<file path="src/logic/cct_cfg.svh">
`ifndef CCT_CFG_SVH
`define CCT_CFG_SVH

// Register indices; the byte address is four times the index
`define CCT_IDX_CTRL_TWO 7'h47
`define CCT_IDX_CTRL_ONE 7'h48
`define CCT_IDX_FLAGS 7'h49
`define CCT_IDX_CAP1_HI 7'h4A
`define CCT_IDX_CAP1_LO 7'h4B
`define CCT_IDX_CMP1_HI 7'h4C
`define CCT_IDX_CMP1_LO 7'h4D
`define CCT_IDX_CNT_HI 7'h4E
`define CCT_IDX_CNT_LO 7'h4F
`define CCT_IDX_ALT_HI 7'h50
`define CCT_IDX_ALT_LO 7'h51
`define CCT_IDX_CAP2_HI 7'h52
`define CCT_IDX_CAP2_LO 7'h53
`define CCT_IDX_CMP2_HI 7'h54
`define CCT_IDX_CMP2_LO 7'h55

// Flag vector positions (status bit = position + 3)
`define CCT_FLAG_BASE 3
`define CCT_FLAG_CAP1 4
`define CCT_FLAG_CMP1 3
`define CCT_FLAG_OVF 2
`define CCT_FLAG_CAP2 1
`define CCT_FLAG_CMP2 0
`define CCT_FREEZE_BIT 2

// Reset values, counter top and one-pulse capture value
`define CCT_CTRL_RST 8'h00
`define CCT_CMP_RST 16'h8000
`define CCT_CNT_RST 16'hFFFC
`define CCT_CNT_TOP 16'hFFFF
`define CCT_OPM_CAPTURE 16'hFFFD

// Prescaler masks: tick when the prescaler's masked bits are all ones
`define CCT_DIV2_MASK 3'h1
`define CCT_DIV4_MASK 3'h3
`define CCT_DIV8_MASK 3'h7

`endif

</file>
<file path="src/logic/cct_pkg.sv">
package cct_pkg;

  typedef struct packed {
    logic capture_irq_enable;
    logic compare_irq_enable;
    logic overflow_irq_enable;
    logic force_level_two;
    logic force_level_one;
    logic out_level_two;
    logic capture_one_edge;
    logic out_level_one;
  } cct_ctrl_one_s;

  typedef struct packed {
    logic compare_one_pin_enable;
    logic compare_two_pin_enable;
    logic one_pulse_select;
    logic pwm_select;
    logic [1:0] clock_select_field;
    logic capture_two_edge;
    logic ext_clock_edge;
  } cct_ctrl_two_s;

  typedef enum logic [1:0] {
    CCT_CLK_DIV4,
    CCT_CLK_DIV2,
    CCT_CLK_DIV8,
    CCT_CLK_EXT
  } cct_clk_e;

  typedef enum logic [1:0] {
    CCT_MODE_NORMAL,
    CCT_MODE_ONE_PULSE,
    CCT_MODE_PWM
  } cct_mode_e;

  typedef struct packed {
    logic capture_one_pin;
    logic capture_two_pin;
    logic ext_count_pin;
  } cct_pins_in_s;

endpackage

</file>
<file path="src/logic/cct_timer.sv">
`timescale 1ns/10ps
`include "cct_cfg.svh"
// ------------------------------------------------------------
// Summary of operation
// - All timer events share one request, gated by enables and global mask.
// - In PWM mode neither compare flag is set.
// - Control one bit 7 enables requests from either capture flag.
// - Control one bit 6 enables requests from either compare flag.
// - Control one bit 5 enables the overflow request.
// - Control one bit 4 forces level two onto compare pin two.
// - Control one bit 3 forces level one onto compare pin one.
// - Level two goes to pin two on match two in normal mode; pin one in pulse modes.
// - Control one bit 1 picks capture one edge: 0 falling, 1 rising.
// - Level one goes to pin one on a match with compare one.
// - Control two bits 7,6 connect compare pins; compares always run.
// - Control two bit 5: capture one edge triggers one pulse on pin one.
// - Control two bit 4: PWM on pin one, width compare one, period two.
// - Control two bits 3,2 pick clock: /4, /2, /8 or external.
// - External clock chosen without external pin stops the counter.
// - Control two bit 1 picks capture two edge: 0 falling, 1 rising.
// - Control two bit 0 picks the external clock counting edge.
// - Status bits 7..3 read only, bit 2 writable, bits 1..0 read zero.
// - Capture one flag: capture or PWM period end; status read, capture one low.
// - Compare one flag: match one in normal mode only; cleared by status read, compare one low.
// - Overflow flag at wrap; status read then counter low, not alternate.
// - Capture two flag: capture two; cleared by status read, capture two low.
// - Compare two flag: match two; cleared by status read, compare two low.
// - Status bit 2 freezes prescaler and counter and turns off both compare output enables.
// - In PWM mode the compare two event reloads the counter with FFFC.
// ------------------------------------------------------------
module cct_timer
  import cct_pkg::*;
#(
  parameter bit HAS_EXT_CLK = 1'b1
) (
  input wire logic hclk,
  input wire logic hresetn,
  input wire logic hsel,
  input wire logic [31:0] haddr,
  input wire logic [1:0] htrans,
  input wire logic hwrite,
  input wire logic [2:0] hsize,
  input wire logic [31:0] hwdata,
  input wire logic hready,
  output logic hreadyout,
  output logic hresp,
  output logic [31:0] hrdata,
  input wire cct_pins_in_s pins_in,
  input wire logic global_irq_mask,
  input wire logic wait_mode,
  input wire logic halt_mode,
  output logic timer_irq,
  output logic wake_from_wait,
  output logic compare_one_pin,
  output logic compare_one_oe,
  output logic compare_two_pin,
  output logic compare_two_oe
);

  // ------------------------------------------------------------
  // Bus slave
  // ------------------------------------------------------------
  cct_ctrl_one_s ctrl_one_r;
  cct_ctrl_two_s ctrl_two_r;
  logic freeze_r;
  logic [4:0] flag_r;
  logic [4:0] armed_r;
  logic [15:0] cnt_r;
  logic [15:0] cap1_r;
  logic [15:0] cap2_r;
  logic [15:0] cmp1_r;
  logic [15:0] cmp2_r;
  logic [15:0] cmp1_act_r;
  logic [15:0] cmp2_act_r;
  logic cmp1_hold_r;
  logic cmp2_hold_r;
  logic dp_write_r;
  logic [6:0] dp_idx_r;
  logic [31:0] hrdata_r;
  logic [6:0] ap_idx;
  logic ap_take;
  logic ap_read;
  logic dp_wr;
  logic [7:0] rd_byte;

  assign ap_idx = haddr[8:2];
  assign ap_take = hsel & htrans[1] & hready;
  assign ap_read = ap_take & ~hwrite;
  assign dp_wr = dp_write_r;
  assign hreadyout = 1'b1;
  assign hresp = 1'b0;
  assign hrdata = hrdata_r;

  always_ff @(posedge hclk or negedge hresetn) begin
    if (!hresetn) begin
      dp_write_r <= 1'b0;
      dp_idx_r <= 7'h00;
    end else begin
      dp_write_r <= ap_take & hwrite;
      dp_idx_r <= ap_idx;
    end
  end

  // Status read returns flags, freeze bit, and zeros below
  always_comb begin
    rd_byte = 8'h00;
    unique case (ap_idx)
      `CCT_IDX_CTRL_ONE: rd_byte = ctrl_one_r;
      `CCT_IDX_CTRL_TWO: rd_byte = ctrl_two_r;
      `CCT_IDX_FLAGS: rd_byte = {flag_r, freeze_r, 2'b00};
      `CCT_IDX_CAP1_HI: rd_byte = cap1_r[15:8];
      `CCT_IDX_CAP1_LO: rd_byte = cap1_r[7:0];
      `CCT_IDX_CMP1_HI: rd_byte = cmp1_r[15:8];
      `CCT_IDX_CMP1_LO: rd_byte = cmp1_r[7:0];
      `CCT_IDX_CNT_HI: rd_byte = cnt_r[15:8];
      `CCT_IDX_CNT_LO: rd_byte = cnt_r[7:0];
      `CCT_IDX_ALT_HI: rd_byte = cnt_r[15:8];
      `CCT_IDX_ALT_LO: rd_byte = cnt_r[7:0];
      `CCT_IDX_CAP2_HI: rd_byte = cap2_r[15:8];
      `CCT_IDX_CAP2_LO: rd_byte = cap2_r[7:0];
      `CCT_IDX_CMP2_HI: rd_byte = cmp2_r[15:8];
      `CCT_IDX_CMP2_LO: rd_byte = cmp2_r[7:0];
      default: rd_byte = 8'h00;
    endcase
  end

  always_ff @(posedge hclk or negedge hresetn) begin
    if (!hresetn) begin
      hrdata_r <= 32'h0000_0000;
    end else if (ap_read) begin
      hrdata_r <= {24'h00_0000, rd_byte};
    end
  end

  // ------------------------------------------------------------
  // Control registers
  // ------------------------------------------------------------
  always_ff @(posedge hclk or negedge hresetn) begin
    if (!hresetn) begin
      ctrl_one_r <= cct_ctrl_one_s'(`CCT_CTRL_RST);
      ctrl_two_r <= cct_ctrl_two_s'(`CCT_CTRL_RST);
      freeze_r <= 1'b0;
    end else if (dp_wr) begin
      if (dp_idx_r == `CCT_IDX_CTRL_ONE) begin
        ctrl_one_r <= cct_ctrl_one_s'(hwdata[7:0]);
      end
      if (dp_idx_r == `CCT_IDX_CTRL_TWO) begin
        ctrl_two_r <= cct_ctrl_two_s'(hwdata[7:0]);
      end
      if (dp_idx_r == `CCT_IDX_FLAGS) begin
        freeze_r <= hwdata[`CCT_FREEZE_BIT];
      end
    end
  end

  // Compare values; a high-byte write holds the compare off until the low byte
  always_ff @(posedge hclk or negedge hresetn) begin
    if (!hresetn) begin
      cmp1_r <= `CCT_CMP_RST;
      cmp2_r <= `CCT_CMP_RST;
      cmp1_hold_r <= 1'b0;
      cmp2_hold_r <= 1'b0;
    end else if (dp_wr) begin
      unique case (dp_idx_r)
        `CCT_IDX_CMP1_HI: begin
          cmp1_r[15:8] <= hwdata[7:0];
          cmp1_hold_r <= 1'b1;
        end
        `CCT_IDX_CMP1_LO: begin
          cmp1_r[7:0] <= hwdata[7:0];
          cmp1_hold_r <= 1'b0;
        end
        `CCT_IDX_CMP2_HI: begin
          cmp2_r[15:8] <= hwdata[7:0];
          cmp2_hold_r <= 1'b1;
        end
        `CCT_IDX_CMP2_LO: begin
          cmp2_r[7:0] <= hwdata[7:0];
          cmp2_hold_r <= 1'b0;
        end
        default: begin
        end
      endcase
    end
  end

  // ------------------------------------------------------------
  // Mode and clock selection
  // ------------------------------------------------------------
  cct_mode_e mode;
  cct_clk_e clk_sel;
  logic [2:0] presc_r;
  logic [2:0] presc_mask;
  logic ext_prev_r;
  logic cap1_prev_r;
  logic cap2_prev_r;
  logic ext_edge;
  logic cap1_edge;
  logic cap2_edge;
  logic run;
  logic tick;

  // PWM wins over one-pulse when both are selected
  always_comb begin
    if (ctrl_two_r.pwm_select) begin
      mode = CCT_MODE_PWM;
    end else if (ctrl_two_r.one_pulse_select) begin
      mode = CCT_MODE_ONE_PULSE;
    end else begin
      mode = CCT_MODE_NORMAL;
    end
  end

  assign clk_sel = cct_clk_e'(ctrl_two_r.clock_select_field);
  assign run = ~freeze_r & ~halt_mode;

  always_comb begin
    presc_mask = `CCT_DIV4_MASK;
    unique case (clk_sel)
      CCT_CLK_DIV4: presc_mask = `CCT_DIV4_MASK;
      CCT_CLK_DIV2: presc_mask = `CCT_DIV2_MASK;
      CCT_CLK_DIV8: presc_mask = `CCT_DIV8_MASK;
      CCT_CLK_EXT: presc_mask = `CCT_DIV8_MASK;
    endcase
  end

  // Input edges; pins are synchronous to hclk
  always_ff @(posedge hclk or negedge hresetn) begin
    if (!hresetn) begin
      ext_prev_r <= 1'b0;
      cap1_prev_r <= 1'b0;
      cap2_prev_r <= 1'b0;
    end else begin
      ext_prev_r <= pins_in.ext_count_pin;
      cap1_prev_r <= pins_in.capture_one_pin;
      cap2_prev_r <= pins_in.capture_two_pin;
    end
  end

  assign ext_edge = ctrl_two_r.ext_clock_edge
                  ? (pins_in.ext_count_pin & ~ext_prev_r)
                  : (~pins_in.ext_count_pin & ext_prev_r);
  assign cap1_edge = ctrl_one_r.capture_one_edge
                   ? (pins_in.capture_one_pin & ~cap1_prev_r)
                   : (~pins_in.capture_one_pin & cap1_prev_r);
  assign cap2_edge = ctrl_two_r.capture_two_edge
                   ? (pins_in.capture_two_pin & ~cap2_prev_r)
                   : (~pins_in.capture_two_pin & cap2_prev_r);

  always_ff @(posedge hclk or negedge hresetn) begin
    if (!hresetn) begin
      presc_r <= 3'h0;
    end else if (run) begin
      presc_r <= presc_r + 3'h1;
    end
  end

  // External selection without the pin gives no tick at all
  assign tick = run & ((clk_sel == CCT_CLK_EXT)
              ? (HAS_EXT_CLK & ext_edge)
              : ((presc_r & presc_mask) == presc_mask));

  // ------------------------------------------------------------
  // Counter, compare and capture
  // ------------------------------------------------------------
  logic cnt_reset;
  logic opm_trig;
  logic hit1;
  logic hit2;
  logic pwm_end;
  logic wrap;

  assign cnt_reset = dp_wr & ((dp_idx_r == `CCT_IDX_CNT_LO) | (dp_idx_r == `CCT_IDX_ALT_LO));
  assign opm_trig = (mode == CCT_MODE_ONE_PULSE) & cap1_edge & run;
  assign hit1 = tick & ~cmp1_hold_r & (cnt_r == cmp1_act_r);
  assign hit2 = tick & ~cmp2_hold_r & (cnt_r == cmp2_act_r);
  assign pwm_end = hit2 & (mode == CCT_MODE_PWM);
  assign wrap = tick & ~pwm_end & (cnt_r == `CCT_CNT_TOP);

  always_ff @(posedge hclk or negedge hresetn) begin
    if (!hresetn) begin
      cnt_r <= `CCT_CNT_RST;
    end else if (cnt_reset | opm_trig) begin
      cnt_r <= `CCT_CNT_RST;
    end else if (pwm_end) begin
      cnt_r <= `CCT_CNT_RST;
    end else if (tick) begin
      cnt_r <= cnt_r + 16'h0001;
    end
  end

  // PWM takes new compare values only at the end of a period
  always_ff @(posedge hclk or negedge hresetn) begin
    if (!hresetn) begin
      cmp1_act_r <= `CCT_CMP_RST;
      cmp2_act_r <= `CCT_CMP_RST;
    end else if (mode != CCT_MODE_PWM || pwm_end) begin
      cmp1_act_r <= cmp1_r;
      cmp2_act_r <= cmp2_r;
    end
  end

  // Capture one pin is not a capture source in the pulse modes
  always_ff @(posedge hclk or negedge hresetn) begin
    if (!hresetn) begin
      cap1_r <= 16'h0000;
      cap2_r <= 16'h0000;
    end else begin
      if (opm_trig) begin
        cap1_r <= `CCT_OPM_CAPTURE;
      end else if (cap1_edge && mode == CCT_MODE_NORMAL) begin
        cap1_r <= cnt_r;
      end
      if (cap2_edge) begin
        cap2_r <= cnt_r;
      end
    end
  end

  // ------------------------------------------------------------
  // Flags with two-step clear
  // ------------------------------------------------------------
  logic [4:0] flag_set;
  logic [4:0] flag_clr;
  logic ap_lo;
  logic dp_lo;
  logic status_rd;

  always_comb begin
    flag_set = 5'h00;
    flag_set[`CCT_FLAG_CAP1] = (cap1_edge & (mode == CCT_MODE_NORMAL))
                             | opm_trig | pwm_end;
    flag_set[`CCT_FLAG_CMP1] = hit1 & (mode == CCT_MODE_NORMAL);
    flag_set[`CCT_FLAG_OVF] = wrap;
    flag_set[`CCT_FLAG_CAP2] = cap2_edge;
    flag_set[`CCT_FLAG_CMP2] = hit2 & (mode != CCT_MODE_PWM);
  end

  assign status_rd = ap_read & (ap_idx == `CCT_IDX_FLAGS);
  assign ap_lo = ap_take;
  assign dp_lo = dp_wr;

  // Either a read (address phase) or a write (data phase) counts as access
  always_comb begin
    flag_clr = 5'h00;
    flag_clr[`CCT_FLAG_CAP1] = (ap_lo & ~hwrite & ap_idx == `CCT_IDX_CAP1_LO)
                             | (dp_lo & dp_idx_r == `CCT_IDX_CAP1_LO);
    flag_clr[`CCT_FLAG_CMP1] = (ap_lo & ~hwrite & ap_idx == `CCT_IDX_CMP1_LO)
                             | (dp_lo & dp_idx_r == `CCT_IDX_CMP1_LO);
    flag_clr[`CCT_FLAG_OVF] = (ap_lo & ~hwrite & ap_idx == `CCT_IDX_CNT_LO)
                            | (dp_lo & dp_idx_r == `CCT_IDX_CNT_LO);
    flag_clr[`CCT_FLAG_CAP2] = (ap_lo & ~hwrite & ap_idx == `CCT_IDX_CAP2_LO)
                             | (dp_lo & dp_idx_r == `CCT_IDX_CAP2_LO);
    flag_clr[`CCT_FLAG_CMP2] = (ap_lo & ~hwrite & ap_idx == `CCT_IDX_CMP2_LO)
                             | (dp_lo & dp_idx_r == `CCT_IDX_CMP2_LO);
  end

  genvar gi;
  generate
    for (gi = 0; gi < 5; gi++) begin : g_flag
      always_ff @(posedge hclk or negedge hresetn) begin
        if (!hresetn) begin
          flag_r[gi] <= 1'b0;
          armed_r[gi] <= 1'b0;
        end else if (flag_set[gi]) begin
          flag_r[gi] <= 1'b1;
          armed_r[gi] <= armed_r[gi] | status_rd;
        end else if (flag_clr[gi] && armed_r[gi]) begin
          flag_r[gi] <= 1'b0;
          armed_r[gi] <= 1'b0;
        end else if (status_rd && flag_r[gi]) begin
          armed_r[gi] <= 1'b1;
        end
      end
    end
  endgenerate

  // ------------------------------------------------------------
  // Compare outputs
  // ------------------------------------------------------------
  logic lvl1_r;
  logic lvl2_r;

  always_ff @(posedge hclk or negedge hresetn) begin
    if (!hresetn) begin
      lvl1_r <= 1'b0;
    end else if (ctrl_one_r.force_level_one) begin
      lvl1_r <= ctrl_one_r.out_level_one;
    end else if (hit1 && mode != CCT_MODE_NORMAL && !cmp1_hold_r) begin
      lvl1_r <= ctrl_one_r.out_level_one;
    end else if (opm_trig || pwm_end) begin
      lvl1_r <= ctrl_one_r.out_level_two;
    end else if (hit1) begin
      lvl1_r <= ctrl_one_r.out_level_one;
    end
  end

  always_ff @(posedge hclk or negedge hresetn) begin
    if (!hresetn) begin
      lvl2_r <= 1'b0;
    end else if (ctrl_one_r.force_level_two) begin
      lvl2_r <= ctrl_one_r.out_level_two;
    end else if (hit2 && mode == CCT_MODE_NORMAL) begin
      lvl2_r <= ctrl_one_r.out_level_two;
    end
  end

  assign compare_one_pin = lvl1_r;
  assign compare_two_pin = lvl2_r;
  assign compare_one_oe = ctrl_two_r.compare_one_pin_enable & ~freeze_r;
  assign compare_two_oe = ctrl_two_r.compare_two_pin_enable & ~freeze_r;

  // ------------------------------------------------------------
  // Shared request and wake
  // ------------------------------------------------------------
  logic irq_cap;
  logic irq_cmp;
  logic irq_ovf;

  assign irq_cap = ctrl_one_r.capture_irq_enable
                 & (flag_r[`CCT_FLAG_CAP1] | flag_r[`CCT_FLAG_CAP2]);
  assign irq_cmp = ctrl_one_r.compare_irq_enable
                 & (flag_r[`CCT_FLAG_CMP1] | flag_r[`CCT_FLAG_CMP2]);
  assign irq_ovf = ctrl_one_r.overflow_irq_enable & flag_r[`CCT_FLAG_OVF];
  assign timer_irq = (irq_cap | irq_cmp | irq_ovf) & ~global_irq_mask;
  assign wake_from_wait = timer_irq & wait_mode & ~halt_mode;

endmodule

</file>
<file path="config.mk">
export PLATFORM = sky130hd
export DESIGN_NAME = cct_timer
export DESIGN_NICKNAME = d
export VERILOG_FILES = /design/src/logic/cct_pkg.sv /design/src/logic/cct_timer.sv
export VERILOG_INCLUDE_DIRS = /design/src /design/src/logic
export SDC_FILE = /design/constraint.sdc
export NUM_CORES = 1
export LEC_CHECK = 0
export BUFFER_PORTS_ARGS = -buffer_cell sky130_fd_sc_hd__buf_4
export CAP_MARGIN = 20
export CORE_MARGIN = 3
export CORE_UTILIZATION = 50
export DETAILED_ROUTE_END_ITERATION = 7
export PLACE_DENSITY = 0.82
export SYNTH_ARGS = -nofsm -noshare
export SYNTH_HDL_FRONTEND = slang
export SYNTH_SLANG_ARGS = --single-unit
export TNS_END_PERCENT = 5
</file>
<file path="constraint.sdc">
create_clock -name hclk -period 2.5 [get_ports hclk]
set_input_delay 0.25 -clock hclk [delete_from_list [all_inputs] [get_ports hclk]]
set_output_delay 0.25 -clock hclk [all_outputs]
set_load 0.02 [all_outputs]
</file>
==> results.md <==
* Status: complete, but fails checks
* Failing checks: design-rule violations
* Cells after Synth at 718
* Die Span Y at 135 um
* Gate power share at 0.208
* Main synth FF type: dfrtp_1
* Area contributors post-synth: dfrtp_1 (44%), mux2_2 (11%), dfstp_2 (5.7%)
* Net Switching at 0.00246 W
* GP Congestion at 0.996
* Later-pin clock latency in the skew report at 0.44 ns
* Critical-path cell list: dlygate4sd3_1, buf_4, or3b_1, a21oi_2, o221ai_2, nand4b_1, buf_4, o31ai_2, mux2_1
* Post-DP HPWL at 16,200 um
* Power density over cell area at 815 nW/um2
* CP max-delay cell: dlygate4sd3_1
* DR pass1 iterations at 8
* Largest stage delay, worst path at 0.53 ns
* Post-synth top area share at 0.443
* Layout area overhead at 16.7%
* Global-route wire length before repair at 35,200 um
* Largest delay share family, worst path: buffers and inverters
* Post-synthesis cell area at 8300 um2
* Distinct cells, synth at 70
* Layout cells sized above 1 at 0.294
* Final-report hold violation count at 0
* Seq cells post-synth at 165
* FMAX at 422 MHz
* Worst Skew at 0.00805 ns
* Reg2reg end: compare_two_pin
* TritonCTS clock tree: built
* Die width at 135 um
* Post-Route WL at 22,900 um
* Worst-path clk slew at 0.06 ns
* Post-layout min period at 2.37 ns
* Final-report setup violation count at 0
* Max cap viols at 0
* 1st-iter DRT viols at 833
* Total power at 0.00788 W
* CP arrival at 2.68 ns
* Min-Delay Path Depth at 1
* Pint at 0.00542 W
* Vias in the first global route at 6,126
* WL per Instance at 22.5 um
* Most numerous cell on the critical path: buf_4
* Initial Utilization at 0.517
* Drt via density at 6.31
* Switching share of power at 0.313
* Fin nets at 872
* FFs w/ async S/R, synth at 1.00
* Initial antenna violation count at 0
* Boundary Pins at 120
* YS warnings at 0
* Setup CP Type: input port to flip-flop
* Post-route DRC at 35
* WHS at 0.0508 ns
* Worst path bufs/invs at 3
* Root buf cell: clkbuf_16
* Crit share post-route at 0.949
* Total global routing overflow at 0
* I/O Buffers at 40
* Final non-filler cell total at 1,019
* RSZ-0062 raised after global routing: false
* N_diodes at 0
* Max VDD drop at 489 uV
* Register area share after synthesis at 0.500
* Total GRT Usage at 0.258
* Leakage at 4.09 nW
* H-tree Lvls at 4
* CTS buffer count at 17
* Worst Tran Pin Value at 0.606 ns
* Core Rows at 46
* Setup slack, reg-to-reg at 0.15 ns
* Worst relative slew slack at 0.594
* Postcts setup bufs at 0
* Syn Area/Cell at 11.6 um2
* Startpoint Class: input port
* Reg2Reg Launch Point: cnt_r[9]
* Worst hold path class: input port to flip-flop
* Worst reg2reg path depth at 7
* Hold wc startpoint: haddr[3]
* EDFF count, synth at 0
* Hold Path Sink: dp_idx_r[1]
* Setup TNS at 0 ns
* Core Box Area at 16,100 um2
* Max-slew violation count at 0
* Via count at 6,426
* Clk pwr share at 0.342
* Die footprint at 18,200 um2
* Post-DRT Antenna Nets at 0
* CTS sink cnt at 165
* Worst endpoint required time at 2.81 ns
* Sequential power share at 0.450
* Crit Path Max Fanout at 4
* Crit. End Element: flip-flop
* Largest net degree at the start of global routing at 59
* Area leader, netlist: dfrtp_1
* Placed Cells at 979
* CTS Buffer Depth at 2
Yosys cell counts (5+ instances only):
library cell  number
mux2_1            31
a31oi_1            7
xnor2_1           16
a32oi_1            7
a211oi_1           8
dfrtp_1          147
nand3_1           20
o22a_1            17
o21ai_0           10
nand3b_1           6
buf_4             29
and4_1             5
nand2b_1           7
a221oi_1           6
nor4_1             7
nor3_1            12
buf_1              5
mux2_2            84
nor2b_1            9
xor2_1            25
a22o_1            14
nor2_1            25
buf_2             12
nand2_1           49
o21ai_1            7
a21oi_1           13
clkbuf_1          19
nand4_1           10
a22oi_1           14
inv_1             11
dfstp_2           18
placed cells by master (no fill, tap or decap), types with 4 or more instances in the layout:
cell type,n
nor2b_1,9
a211oi_1,8
nor3_1,11
nor3b_1,4
nor2_1,25
xnor2_1,16
a31oi_1,7
a221oi_1,6
o22a_1,17
nand4_1,10
a22o_1,14
nand3_1,20
mux2_2,84
buf_4,82
dfrtp_1,147
dfstp_2,18
and4_1,5
nand2b_1,7
mux2_1,31
clkinv_2,4
inv_6,4
nand2_1,49
clkbuf_16,17
o21ai_0,10
a22oi_1,14
a21oi_1,12
a32oi_1,7
xor2_1,25
o21a_1,4
nor4_1,6
conb_1,26
a21boi_0,4
inv_1,11
dlygate4sd3_1,8
nand4b_1,4
nand3b_1,6
o21ai_1,7
how the worst max path moves through the flow:
stage / slack, ns / start / cells after the start / endpoint
global route: 0.002 / pins_in[0] / 9 / armed_r[2]
global placement: 0.17 / cnt_r[9] / 7 / compare_two_pin
detailed placement: 0.15 / cnt_r[9] / 7 / compare_two_pin
finish: 0.13 / pins_in[0] / 9 / compare_two_pin
CTS: 0.006 / cnt_r[9] / 7 / compare_two_pin
floorplan: 0.25 / cnt_r[13] / 8 / cmp1_act_r[0]
sequential cells by signal, indices dropped and copies added (netlist names), 2 cells and up:
name	cells
cap1_r	16
hrdata	8
cmp1_r	16
cap2_r	16
armed_r	5
dp_idx_r	7
cmp2_act_r	16
clk_sel	2
cmp2_r	16
ctrl_one_r	8
cmp1_act_r	16
presc_r	3
ctrl_two_r	6
flag_r	5
cnt_r	16
timing repair:
item / in CTS / in global routing
pin swaps: 0 / 0
hold buffers: 8 / 0
resized for setup: 1 / 2
endpoints found under the setup margin: 1 / 1
hold endpoints to repair: 54 / 0
cell type report:
type	count	area, um2
multi-input combinational	501	3840
timing repair buffer	94	767
clock inverter	15	176
fill	1237	6380
sequential	165	4150
inverter	11	41.3
tap	216	270
clock buffer	17	425
power by group through the flow:
| stage | registers [W] | logic [W] | clock network (W) |
|---|---|---|---|
| final | 0.00355 | 0.00164 | 0.00270 |
| after global routing | 0.00358 | 0.00180 | 0.00283 |
| after CTS | 0.00353 | 0.00161 | 0.00272 |
| after detailed placement | 0.00357 | 0.00159 | 0 |
| after global placement | 0.00355 | 0.00153 | 0 |
| after floorplan | 0.00329 | 0.00126 | 0 |
kinds of logic after synthesis:
logic type                 after synthesis  synth area share
xor gates and xnor gates                41            0.0433
AOI/OAI and AO/OA                      137             0.126
DFF                                    165             0.500
muxes                                  118             0.161
other                                    2          0.000905
and+or+nand+nor                        177             0.116
buffers and inverters                   76            0.0493
adders and majority gates                2           0.00302
layer usage:
layer | wire length (um) | GRT usage | up-vias
li1 | - | - | 2757
met1 | 9180 | 0.362 | 3178
met2 | 10300 | 0.388 | 417
met3 | 2650 | 0.0704 | 74
met4 | 746 | 0.0922 | 0
met5 | 0 | 0 | -
through the flow:
stage | area, um2 | utilization | setup slack (ns)
after detailed placement | 8980 | 0.559 | 0.147
after global placement | 8980 | 0.559 | 0.167
after CTS | 9670 | 0.602 | 0.00570
final | 9680 | 0.603 | 0.128
after floorplan | 8390 | - | 0.250
after global routing | 9680 | 0.603 | 0.00248
No activity file was read; power rests on OpenSTA's default activity.
